File: src/tsq_cfg.svh
// Offsets, field positions, reset values and codes of the trigger sequencer registers
`ifndef TSQ_CFG_SVH
`define TSQ_CFG_SVH

`define TSQ_ADDR_W          8
`define TSQ_DATA_W          32
`define TSQ_REG_W           16
`define TSQ_LIM_N           5
`define TSQ_LIM_IDX_W       3
`define TSQ_INT_W           3

`define TSQ_OFF_CST         8'h00
`define TSQ_OFF_LIM_FIRST   8'h04
`define TSQ_OFF_LIM_LAST    8'h14
`define TSQ_OFF_INT_STAT    8'h18
`define TSQ_OFF_INT_MASK    8'h1c

`define TSQ_BIT_MODULE_ON   15
`define TSQ_BIT_HALT_IDLE   13
`define TSQ_BIT_TOGGLE      12
`define TSQ_BIT_SOFT_TRIG   10
`define TSQ_BIT_SINGLE_STEP 9
`define TSQ_BIT_VISIBILITY  8
`define TSQ_BIT_RUN         7
`define TSQ_BIT_WDT_FLAG    6
`define TSQ_BIT_ITM_HI      1
`define TSQ_BIT_ITM_LO      0

`define TSQ_CST_IMPL_MASK   16'hb7c3
`define TSQ_CST_PLAIN_MASK  16'hb383
`define TSQ_CST_RESET       16'h0000
`define TSQ_LIM_RESET       16'h0000

`define TSQ_INT_WDT         0
`define TSQ_INT_TRIG        1
`define TSQ_INT_SOFT        2

`define TSQ_RESP_OKAY       2'h0
`define TSQ_RESP_SLVERR     2'h2

`endif

File: src/tsq_pkg.sv
// Types and shared helpers of the trigger sequencer control block
`include "tsq_cfg.svh"
package tsq_pkg;

  typedef enum logic [1:0] {TSQ_RD_IDLE, TSQ_RD_FETCH, TSQ_RD_RESP} tsq_rd_stage_t;

  typedef logic [`TSQ_REG_W-1:0]     tsq_word_t;
  typedef logic [`TSQ_ADDR_W-1:0]    tsq_addr_t;
  typedef logic [`TSQ_LIM_IDX_W-1:0] tsq_lim_idx_t;

  // Byte-lane merge of a 16-bit register
  function automatic tsq_word_t tsq_merge(input tsq_word_t old_v, input tsq_word_t new_v, input logic [1:0] strb);
    tsq_word_t res;
    res = old_v;
    if (strb[0]) begin
      res[7:0] = new_v[7:0];
    end
    if (strb[1]) begin
      res[15:8] = new_v[15:8];
    end
    return res;
  endfunction : tsq_merge

  // Word index of a limit register
  function automatic tsq_lim_idx_t tsq_lim_index(input tsq_addr_t addr);
    tsq_addr_t rel;
    rel = addr - `TSQ_OFF_LIM_FIRST;
    return rel[`TSQ_LIM_IDX_W+1:2];
  endfunction : tsq_lim_index

  function automatic logic tsq_is_lim(input tsq_addr_t addr);
    return (addr >= `TSQ_OFF_LIM_FIRST) && (addr <= `TSQ_OFF_LIM_LAST) && (addr[1:0] == 2'h0);
  endfunction : tsq_is_lim

endpackage : tsq_pkg

File: src/tsq_lim_mem.sv
// Limit register store with byte-lane writes and two registered read ports
`timescale 1ns/1ps
`include "tsq_cfg.svh"
module tsq_lim_mem #(
  parameter int DEPTH = `TSQ_LIM_N
) (
  // Clock and reset
  input  wire logic                  ref_clk,
  input  wire logic                  rst,
  // Write port
  input  wire logic                  wr_en,
  input  wire tsq_pkg::tsq_lim_idx_t wr_idx,
  input  wire tsq_pkg::tsq_word_t    wr_data,
  input  wire logic [1:0]            wr_strb,
  // Bus read port
  input  wire tsq_pkg::tsq_lim_idx_t rd_a_idx,
  output tsq_pkg::tsq_word_t         rd_a_data,
  // Sequencer read port
  input  wire tsq_pkg::tsq_lim_idx_t rd_b_idx,
  output tsq_pkg::tsq_word_t         rd_b_data
);
  import tsq_pkg::*;

  typedef struct packed {
    logic [DEPTH-1:0][`TSQ_REG_W-1:0] mem;
    tsq_word_t                        rd_a;
    tsq_word_t                        rd_b;
  } tsq_mem_st_t;

  tsq_mem_st_t st;
  tsq_mem_st_t next_st;

  always_comb begin
    next_st = st;
    if (wr_en && (int'(wr_idx) < DEPTH)) begin
      next_st.mem[wr_idx] = tsq_merge(st.mem[wr_idx], wr_data, wr_strb);
    end
    next_st.rd_a = (int'(rd_a_idx) < DEPTH) ? st.mem[rd_a_idx] : `TSQ_LIM_RESET;
    next_st.rd_b = (int'(rd_b_idx) < DEPTH) ? st.mem[rd_b_idx] : `TSQ_LIM_RESET;
  end

  always_ff @(posedge ref_clk or posedge rst) begin
    if (rst) begin
      st <= '0;
    end else begin
      st <= next_st;
    end
  end

  assign rd_a_data = st.rd_a;
  assign rd_b_data = st.rd_b;

endmodule : tsq_lim_mem

File: src/tsq_ctrl.sv
// Trigger sequencer control/status register bank with AXI4-Lite slave
`timescale 1ns/1ps
`include "tsq_cfg.svh"

module tsq_ctrl #(
  parameter int N_TRIG = 4,
  parameter int PW_W   = 4
) (
  // Clock and reset
  input  wire logic                      ref_clk,
  input  wire logic                      rst,
  // AXI4-Lite write address and data
  input  wire logic                      s_axi_awvalid,
  output logic                           s_axi_awready,
  input  wire tsq_pkg::tsq_addr_t        s_axi_awaddr,
  input  wire logic                      s_axi_wvalid,
  output logic                           s_axi_wready,
  input  wire logic [`TSQ_DATA_W-1:0]    s_axi_wdata,
  input  wire logic [3:0]                s_axi_wstrb,
  // AXI4-Lite write response
  output logic                           s_axi_bvalid,
  input  wire logic                      s_axi_bready,
  output logic [1:0]                     s_axi_bresp,
  // AXI4-Lite read
  input  wire logic                      s_axi_arvalid,
  output logic                           s_axi_arready,
  input  wire tsq_pkg::tsq_addr_t        s_axi_araddr,
  output logic                           s_axi_rvalid,
  input  wire logic                      s_axi_rready,
  output logic [`TSQ_DATA_W-1:0]         s_axi_rdata,
  output logic [1:0]                     s_axi_rresp,
  // Device and step command decoder events
  input  wire logic                      idle_mode,
  input  wire logic                      watchdog_timeout,
  input  wire logic                      emit_trigger_cmd,
  input  wire logic [$clog2(N_TRIG)-1:0] trigger_select,
  input  wire logic [PW_W-1:0]           pulse_width_field,
  input  wire logic                      soft_trigger_take,
  // Live counter and timer values, limit register order
  input  wire tsq_pkg::tsq_word_t        live_count [`TSQ_LIM_N],
  // Limit lookup for the decoder
  input  wire tsq_pkg::tsq_lim_idx_t     limit_select,
  output tsq_pkg::tsq_word_t             limit_value,
  // Control outputs
  output logic                           module_on,
  output logic                           module_active,
  output logic                           output_toggle_mode,
  output logic                           soft_trigger,
  output logic                           single_step_on,
  output logic                           sequencer_run,
  output logic [1:0]                     input_trigger_mode,
  output logic [N_TRIG-1:0]              trigger_output_n,
  output logic                           irq
);
  import tsq_pkg::*;

  typedef struct packed {
    logic                     awready;
    logic                     wready;
    logic                     bvalid;
    logic [1:0]               bresp;
    logic                     aw_held;
    tsq_addr_t                awaddr;
    logic                     w_held;
    logic [`TSQ_DATA_W-1:0]   wdata;
    logic [3:0]               wstrb;
    logic                     arready;
    logic                     rvalid;
    logic [`TSQ_DATA_W-1:0]   rdata;
    logic [1:0]               rresp;
    tsq_rd_stage_t            rd_stage;
    tsq_addr_t                raddr;
    tsq_word_t                cst;
    logic [`TSQ_INT_W-1:0]    int_stat;
    logic [`TSQ_INT_W-1:0]    int_mask;
    logic                     irq;
    logic                     active;
    logic [N_TRIG-1:0]        trig_out;
    logic                     pulse_busy;
    logic [PW_W-1:0]          pulse_cnt;
  } tsq_st_t;

  // Bus handshakes open after reset; every control bit is zero
  localparam tsq_st_t ST_RESET = '{
    awready: 1'b1, wready: 1'b1, arready: 1'b1, rd_stage: TSQ_RD_IDLE,
    cst: `TSQ_CST_RESET, default: '0};

  tsq_st_t      st;
  tsq_st_t      next_st;
  logic         lim_wr_en;
  tsq_lim_idx_t rd_a_idx;
  tsq_word_t    rd_a_data;

  tsq_lim_mem #(
    .DEPTH (`TSQ_LIM_N)
  ) u_lim_mem (
    .ref_clk   (ref_clk),
    .rst       (rst),
    .wr_en     (lim_wr_en),
    .wr_idx    (tsq_lim_index(st.awaddr)),
    .wr_data   (st.wdata[`TSQ_REG_W-1:0]),
    .wr_strb   (st.wstrb[1:0]),
    .rd_a_idx  (rd_a_idx),
    .rd_a_data (rd_a_data),
    .rd_b_idx  (limit_select),
    .rd_b_data (limit_value)
  );

  always_comb begin
    tsq_word_t             wr_val;
    tsq_word_t             rd_val;
    logic                  do_write;
    logic                  read_stat;
    logic [`TSQ_INT_W-1:0] events;
    logic [N_TRIG-1:0]     sel_mask;
    wr_val    = '0;
    rd_val    = '0;
    do_write  = 1'b0;
    read_stat = 1'b0;
    events    = '0;
    sel_mask  = '0;
    lim_wr_en = 1'b0;
    next_st   = st;

    // Write address and data taken in either order
    if (s_axi_awvalid && st.awready) begin
      next_st.aw_held = 1'b1;
      next_st.awready = 1'b0;
      next_st.awaddr  = s_axi_awaddr;
    end
    if (s_axi_wvalid && st.wready) begin
      next_st.w_held = 1'b1;
      next_st.wready = 1'b0;
      next_st.wdata  = s_axi_wdata;
      next_st.wstrb  = s_axi_wstrb;
    end
    if (st.aw_held && st.w_held && !st.bvalid) begin
      do_write       = 1'b1;
      next_st.bvalid = 1'b1;
      next_st.bresp  = `TSQ_RESP_OKAY;
    end
    if (st.bvalid && s_axi_bready) begin
      next_st.bvalid  = 1'b0;
      next_st.aw_held = 1'b0;
      next_st.w_held  = 1'b0;
      next_st.awready = 1'b1;
      next_st.wready  = 1'b1;
    end

    // Software trigger consumed by the control step command
    // consumed by control step
    if (soft_trigger_take) begin
      next_st.cst[`TSQ_BIT_SOFT_TRIG] = 1'b0;
      events[`TSQ_INT_SOFT]           = st.cst[`TSQ_BIT_SOFT_TRIG];
    end

    if (do_write) begin
      wr_val = tsq_merge(st.cst, st.wdata[`TSQ_REG_W-1:0], st.wstrb[1:0]);
      if (st.awaddr == `TSQ_OFF_CST) begin
        next_st.cst = (wr_val & `TSQ_CST_PLAIN_MASK) | (next_st.cst & ~`TSQ_CST_PLAIN_MASK);
        if (wr_val[`TSQ_BIT_SOFT_TRIG]) begin
          next_st.cst[`TSQ_BIT_SOFT_TRIG] = 1'b1;
        end
        if (st.wstrb[0] && !wr_val[`TSQ_BIT_WDT_FLAG]) begin
          next_st.cst[`TSQ_BIT_WDT_FLAG] = 1'b0;
        end
      end else if (tsq_is_lim(st.awaddr)) begin
        lim_wr_en = !(st.cst[`TSQ_BIT_MODULE_ON] && st.cst[`TSQ_BIT_RUN]);
      end else if (st.awaddr == `TSQ_OFF_INT_MASK) begin
        next_st.int_mask = st.wdata[`TSQ_INT_W-1:0];
      end else if (st.awaddr != `TSQ_OFF_INT_STAT) begin
        next_st.bresp = `TSQ_RESP_SLVERR;
      end
    end

    if (watchdog_timeout) begin
      next_st.cst[`TSQ_BIT_WDT_FLAG] = 1'b1;
      events[`TSQ_INT_WDT]           = 1'b1;
    end

    // Read path: address taken, memory fetch, answer
    rd_a_idx = tsq_lim_index(st.raddr);
    unique case (st.rd_stage)
      TSQ_RD_IDLE: begin
        if (s_axi_arvalid) begin
          next_st.arready  = 1'b0;
          next_st.raddr    = s_axi_araddr;
          next_st.rd_stage = TSQ_RD_FETCH;
          rd_a_idx         = tsq_lim_index(s_axi_araddr);
        end
      end
      TSQ_RD_FETCH: begin
        next_st.rresp = `TSQ_RESP_OKAY;
        if (st.raddr == `TSQ_OFF_CST) begin
          rd_val = st.cst & `TSQ_CST_IMPL_MASK;
        end else if (tsq_is_lim(st.raddr)) begin
          rd_val = st.cst[`TSQ_BIT_VISIBILITY] ? live_count[tsq_lim_index(st.raddr)] : rd_a_data;
        end else if (st.raddr == `TSQ_OFF_INT_STAT) begin
          rd_val    = tsq_word_t'(st.int_stat);
          read_stat = 1'b1;
        end else if (st.raddr == `TSQ_OFF_INT_MASK) begin
          rd_val = tsq_word_t'(st.int_mask);
        end else begin
          next_st.rresp = `TSQ_RESP_SLVERR;
        end
        next_st.rdata    = {{(`TSQ_DATA_W-`TSQ_REG_W){1'b0}}, rd_val};
        next_st.rvalid   = 1'b1;
        next_st.rd_stage = TSQ_RD_RESP;
      end
      TSQ_RD_RESP: begin
        if (s_axi_rready) begin
          next_st.rvalid   = 1'b0;
          next_st.arready  = 1'b1;
          next_st.rd_stage = TSQ_RD_IDLE;
        end
      end
    endcase

    next_st.active = st.cst[`TSQ_BIT_MODULE_ON] && !(st.cst[`TSQ_BIT_HALT_IDLE] && idle_mode);

    // Trigger outputs
    sel_mask = N_TRIG'(1) << trigger_select;
    if (st.pulse_busy) begin
      if (st.pulse_cnt == '0) begin
        next_st.pulse_busy = 1'b0;
        next_st.trig_out   = '0;
      end else begin
        next_st.pulse_cnt = st.pulse_cnt - PW_W'(1);
      end
    end
    if (emit_trigger_cmd && st.active) begin
      events[`TSQ_INT_TRIG] = 1'b1;
      if (st.cst[`TSQ_BIT_TOGGLE]) begin
        next_st.trig_out   = st.trig_out ^ sel_mask;
        next_st.pulse_busy = 1'b0;
      end else begin
        next_st.trig_out   = sel_mask;
        next_st.pulse_busy = 1'b1;
        next_st.pulse_cnt  = pulse_width_field;
      end
    end
    if (!st.cst[`TSQ_BIT_MODULE_ON]) begin
      next_st.trig_out   = '0;
      next_st.pulse_busy = 1'b0;
    end

    // Sticky status: read clears, new event wins
    if (read_stat) begin
      next_st.int_stat = '0;
    end
    next_st.int_stat = next_st.int_stat | events;
    next_st.irq      = |(st.int_stat & st.int_mask);
  end

  always_ff @(posedge ref_clk or posedge rst) begin
    if (rst) begin
      st <= ST_RESET;
    end else begin
      st <= next_st;
    end
  end

  assign s_axi_awready      = st.awready;
  assign s_axi_wready       = st.wready;
  assign s_axi_bvalid       = st.bvalid;
  assign s_axi_bresp        = st.bresp;
  assign s_axi_arready      = st.arready;
  assign s_axi_rvalid       = st.rvalid;
  assign s_axi_rdata        = st.rdata;
  assign s_axi_rresp        = st.rresp;
  assign module_on          = st.cst[`TSQ_BIT_MODULE_ON];
  assign module_active      = st.active;
  assign output_toggle_mode = st.cst[`TSQ_BIT_TOGGLE];
  assign soft_trigger       = st.cst[`TSQ_BIT_SOFT_TRIG];
  assign single_step_on     = st.cst[`TSQ_BIT_SINGLE_STEP];
  assign sequencer_run      = st.cst[`TSQ_BIT_RUN];
  assign input_trigger_mode = st.cst[`TSQ_BIT_ITM_HI:`TSQ_BIT_ITM_LO];
  assign trigger_output_n   = st.trig_out;
  assign irq                = st.irq;

endmodule : tsq_ctrl

File: config.mk
export PLATFORM = sky130hd
export DESIGN_NAME = tsq_ctrl
export DESIGN_NICKNAME = d
export VERILOG_FILES = /design/src/tsq_pkg.sv /design/src/tsq_lim_mem.sv /design/src/tsq_ctrl.sv
export VERILOG_INCLUDE_DIRS = /design/src
export SDC_FILE = /design/constraint.sdc
export NUM_CORES = 1
export LEC_CHECK = 0
export ABC_AREA = 1
export ABC_CLOCK_PERIOD_IN_PS = 12020
export BUFFER_PORTS_ARGS = -buffer_cell sky130_fd_sc_hd__buf_2
export CAP_MARGIN = 20
export CORE_MARGIN = 3
export CORE_UTILIZATION = 61
export CTS_CLUSTER_DIAMETER = 100
export CTS_CLUSTER_SIZE = 14
export DETAILED_ROUTE_END_ITERATION = 12
export PLACE_DENSITY = 0.86
export SLEW_MARGIN = 20
export SYNTH_ARGS = -nofsm -noshare
export SYNTH_HDL_FRONTEND = slang
export SYNTH_SLANG_ARGS = --single-unit
File: constraint.sdc
create_clock -name ref_clk -period 12.02 [get_ports ref_clk]
set_clock_uncertainty 0.15 [all_clocks]
set_input_delay 1.202 -clock ref_clk [delete_from_list [all_inputs] [get_ports ref_clk]]
set_output_delay 1.202 -clock ref_clk [all_outputs]
set_load 0.02 [all_outputs]
Word level (Yosys, flattened, before mapping)
Cells that the tools add are included.
{"block": "word_totals", "reg_bits": 226, "wordCells": 186}
{"block": "classes", "addsub": 4, "magnitude_cmp": 12, "eq_ne": 10, "shift": 1, "n_mux": 78, "bitwise": 7, "n_reduce_logical": 42}
{"op": "16-bit binary-select mux with 3-bit select", "n": 4}
{"op": "16-bit 2-to-1 mux", "n": 12}
{"op": "80-bit bitwise mux", "n": 1}
{"op": "8-bit 2-to-1 mux", "n": 8}
{"op": "16-bit demux with 3-bit select", "n": 1}
{"op": "37-bit 2-to-1 mux", "n": 1}
{"op": "9-bit 2-to-1 mux", "n": 3}
{"op": "8-bit by 5-bit equality test with 1-bit output (second input constant)", "n": 3}
{"op": "11-bit 2-to-1 mux", "n": 2}
{"op": "2-bit 2-to-1 mux", "n": 11}
{"op": "1-bit 2-to-1 mux", "n": 20}
{"op": "3-bit 2-to-1 mux", "n": 6}
{"op": "8-bit by 3-bit >= comparator with 1-bit output (second input constant)", "n": 2}
{"op": "8-bit by 5-bit <= comparator with 1-bit output (second input constant)", "n": 2}
{"op": "1-bit logical AND", "n": 16}
{"op": "8-bit logical NOT", "n": 2}
{"op": "16-bit by 15-bit OR with 16-bit output", "n": 1}
{"op": "5-bit 2-to-1 mux", "n": 3}
{"op": "5-bit by 3-bit subtractor with 5-bit output (second input constant)", "n": 3}
{"op": "2-bit nonzero test", "n": 7}
{"op": "3-bit by 4-bit less-than comparator with 1-bit output (second input constant)", "n": 3}
{"op": "2-bit AND reduction", "n": 6}
{"op": "10-bit 2-to-1 mux", "n": 1}
{"op": "3-bit less-than comparator (second input constant)", "n": 3}
{"op": "24 further kinds", "n": 33}

Longest topological paths before layout
{"block": "depth", "depth_word": 10, "mapped_depth": 15, "ltp_nobuf": 12}

Modules after synthesis
Synthesis repeated with hierarchy kept, for this count alone.
{"block": "hier_totals", "cells_unflattened": 1743, "area_unflattened_um2": 12145.4}
{"mod": "tsq_lim_mem", "instances": 1, "cells_each": 974, "area_each_um2": 6702.7, "seq_area_each_um2": 2802.7}
{"mod": "tsq_ctrl", "instances": 1, "cells_each": 769, "area_each_um2": 5442.7, "seq_area_each_um2": 2230.9}

Worst setup path after synthesis
No wires, ideal clock.
{"block": "synth_path", "path_type": "input -> register", "from": "input port s_axi_araddr[2]", "to": "register u_lim_mem.st, in the netlist u_lim_mem.rd_a_data[10]", "setup_time_ps": 83, "arrival_time_ps": 2402, "required_ps": 11787, "path_slack_ps": 9385, "cell_stages": 9, "path_cell_list": "inv_1 > ha_1 > inv_1 > o21ai_2 > inv_2 > nor2_4 > buf_2 > nand3_1 > o21ai_0"}
{"item": "from (decl)", "line": "tsq_ctrl.sv:27", "rtl": "input wire tsq_pkg::tsq_addr_t s_axi_araddr,"}
{"item": "to (signal assigned)", "line": "tsq_lim_mem.sv:46", "rtl": "st <= next_st;"}
{"item": "to (decl)", "line": "tsq_lim_mem.sv:30", "rtl": "tsq_mem_st_t st;"}

Final worst setup path
{"block": "layout_path", "from": "register st[118] (netlist name)", "to": "register u_lim_mem.st[100] (netlist name)"}
{"block": "layout_between", "elab_chain_cells": 7, "elab_cells_between_ends": 21, "cone_classes": "add/sub (1); order compare (5); mux (10); reduce/logical (5)"}
{"item": "from (decl)", "line": "tsq_ctrl.sv:88", "rtl": "tsq_st_t st;"}
{"item": "from (signal assigned)", "line": "tsq_ctrl.sv:259", "rtl": "st <= next_st;"}
{"item": "parallel branches: the longest is 7 deep, another holds 5-bit by 3-bit subtractor with 5-bit output"}
Several ways; the timed one is not identified. The select of a mux whose other input is x is not followed.
A chain may end at the register's enable or synchronous reset.

==> metrics.txt <==
outcome=finished clean; Setup crit end kind=flop; die width=145 um; WP data required=12.25 ns; Fillers=1572; area delta synth->final=10.0%; max-cap violations=0; crit path cell chain=buf_4 > inv_1 > buf_4 > ha_1 > nand2_2 > nor2_4 > inv_1 > nor3_4 > buf_4 > inv_2 > nand2_1 > nand2_1; drt total wl=35900 um; Synth cell types=36; antenna viol nets, final=0; global-route wire length before repair=56600 um; GPL Wtd Cong=0.937; worst-skew pair later-pin latency=0.49 ns; Mapped Cells=1727; Num CTS Buffers=18; Final Hold Fails=0; Reg clk slew, reported paths=0.07 ns; CP top delay family=buffers and inverters; all-layer global routing usage=32.6%; Reg area=5030 um^2; Yosys top cell area share=41.8%; DRT iter0 DRCs=1199; CTS root buffer=clkbuf_16; #FFs+latches synth=201; crit path kind=flop to flop; setup TNS=0 ns; most frequent cells in the layout=nand2_1 (762), dfrtp_1 (198), buf_2 (186); Power Density=219 nW/um^2; Worst Path Arrival=4.19 ns; WL per Instance=17.1 um; clk sinks=201; placed wire-length estimate=24700 um; CP Launch Type=flop; largest net degree at the start of global routing=132; die area=21100 um^2; row count=50; warnings from Yosys=0; vias in the first global route=11200; Slew Viols, Final=0; initial core utilization=62.8%; worst-case clock buffer depth=3; CTS HTree Levels=1; multi-input logic area=5610 um^2; gr ovfl total=0; Crit Path Max Fanout=40; DR pass1 iterations=7; layout cells sized above 1=15.0%; crit path max-delay cell type=ha_1; post-CTS setup buffer count=0; final count of negative-setup-slack endpoints=0; HP Class=flop to flop; register area share after synthesis=42.4%; Die Y-Extent=145 um; initial antenna violation count=0; DRC violations left=0; syn avg cell area=6.87 um^2; Area contributors post-synth=dfrtp_1 (42%), nand2_1 (24%), nand3_1 (5.1%), o21ai_0 (4.7%), inv_1 (4.0%); post-layout min period=3.96 ns; post-place setup slack=8.11 ns; final worst setup slack=8.06 ns; Leak Pwr=7.05 nW; Port-buffer cells=186; most common cell after layout, fill and taps aside=nand2_1; Max transition margin=32.8%; RSZ-0062 raised after global routing=no; Slew @ Worst Pin=1.01 ns; IO Pins=222; vias=11700; DR vias/cell=5.57; cell repeated most along the worst path=buf_4; fmax=252 MHz; n_diodes=0; CORE AREA=18900 um^2; Hold Buf Count CTS=0; worst path bufs/invs=6; CP peak stage delay=0.89 ns; post-synth top area cell=dfrtp_1; part of the cycle the worst path needs=33.0%; CTS tree=built; CTS resizes=0; peak supply drop=0.000119 V; Post-Syn Area=11900 um^2; Final nets=2000
## per-stage QoR
stage / total power [W] / instances / area [um^2] / hold WS, ns / util [%]
2_1_floorplan: 0.00192 / 1743 / 11900 / 0.268 / -
3_3_place_gp: 0.00224 / 2075 / 12500 / 0.309 / 66.4
3_5_place_dp: 0.00228 / 2075 / 12500 / 0.313 / 66.4
4_1_cts: 0.00282 / 2099 / 13000 / 0.333 / 69.0
5_1_grt: 0.00302 / 2099 / 13000 / 0.353 / 69.0
6_report: 0.00285 / 2099 / 13000 / 0.334 / 69.0
## sequential cells by signal, summed over array words and instances (netlist names), 2 cells and up, named ones only
signal	count
u_lim_mem.st	80
st	52
s_axi_rdata	16
u_lim_mem.rd_a_data	16
u_lim_mem.rd_b_data	16
trigger_output_n	4
input_trigger_mode	2
## final cells by class
cell class              instances  area share [%]
flip-flops and latches        201            38.6
repair buffers                201            8.00
inverters                     139            4.06
clock inverters                 1          0.0863
clock buffers                  23            3.76
well taps                     260            2.49
multi-input cells            1274            43.0
## synth_stat cells (all sizes together)
| cell type | number |
|---|---|
| a21oi | 42 |
| a31oi | 2 |
| buf | 86 |
| clkbuf | 43 |
| clkinv | 2 |
| conb | 1 |
| dfrtp | 198 |
| dfstp | 3 |
| ha | 13 |
| inv | 137 |
| nand2 | 769 |
| nand3 | 121 |
| nand4 | 4 |
| nor2 | 123 |
| nor3 | 7 |
| nor3b | 1 |
| o211ai | 22 |
| o21a | 3 |
| o21ai | 123 |
| o2bb2ai | 1 |
| o32ai | 1 |
| or2 | 19 |
| xnor2 | 3 |
| xor2 | 3 |
## cell families after synthesis
family / after synthesis / synth area share [%]
AO/OA/AOI/OAI: 194 / 8.86
XOR/XNOR: 6 / 0.443
adder cells (fa/ha/maj): 13 / 1.37
buffers and inverters: 268 / 10.9
flip-flops: 201 / 42.4
other: 1 / 0.0316
AND/OR/NAND/NOR: 1044 / 36.0
## tightest hold or removal path, stage by stage, from the launching register on
cell	delay, ns
dfstp_2	0.38
inv_1	0.04
o21ai_0	0.06
## where the power goes
group	switching [W]	internal [W]	total (W)	leakage (nW)
logic	0.000967	0.000379	0.00135	4.14
clock network	0.000247	0.000286	0.000533	0.245
registers	0.000137	0.000836	0.000973	2.66
## final timing paths
path                                            from                       endpoint  slack, ns  cells after the start
setup / recovery                 st[118]$_DFFE_PP0P_  u_lim_mem.st[100]$_DFFE_PP0P_       8.06                     12
hold / removal             s_axi_awready$_DFFE_PP1P_      s_axi_awready$_DFFE_PP1P_       0.33                      2
setup reg to reg                 st[118]$_DFFE_PP0P_  u_lim_mem.st[100]$_DFFE_PP0P_       8.06                     12
hold reg to reg            s_axi_awready$_DFFE_PP1P_      s_axi_awready$_DFFE_PP1P_       0.33                      2
max in group asynchronous                        rst   u_lim_mem.st[72]$_DFFE_PP0P_       9.48                      3
min in group asynchronous                        rst     s_axi_rresp[1]$_DFFE_PP0P_       0.75                      2
## metal layers
metal / GRT usage, % / wire length [um] / up-vias
li1: - / - / 5524
met1: 39.6 / 13000 / 5243
met2: 55.1 / 17000 / 759
met3: 6.01 / 3710 / 175
met4: 17.9 / 2160 / 0
met5: 0 / 0 / -
Note: power is estimated with default switching activity, not from simulation.
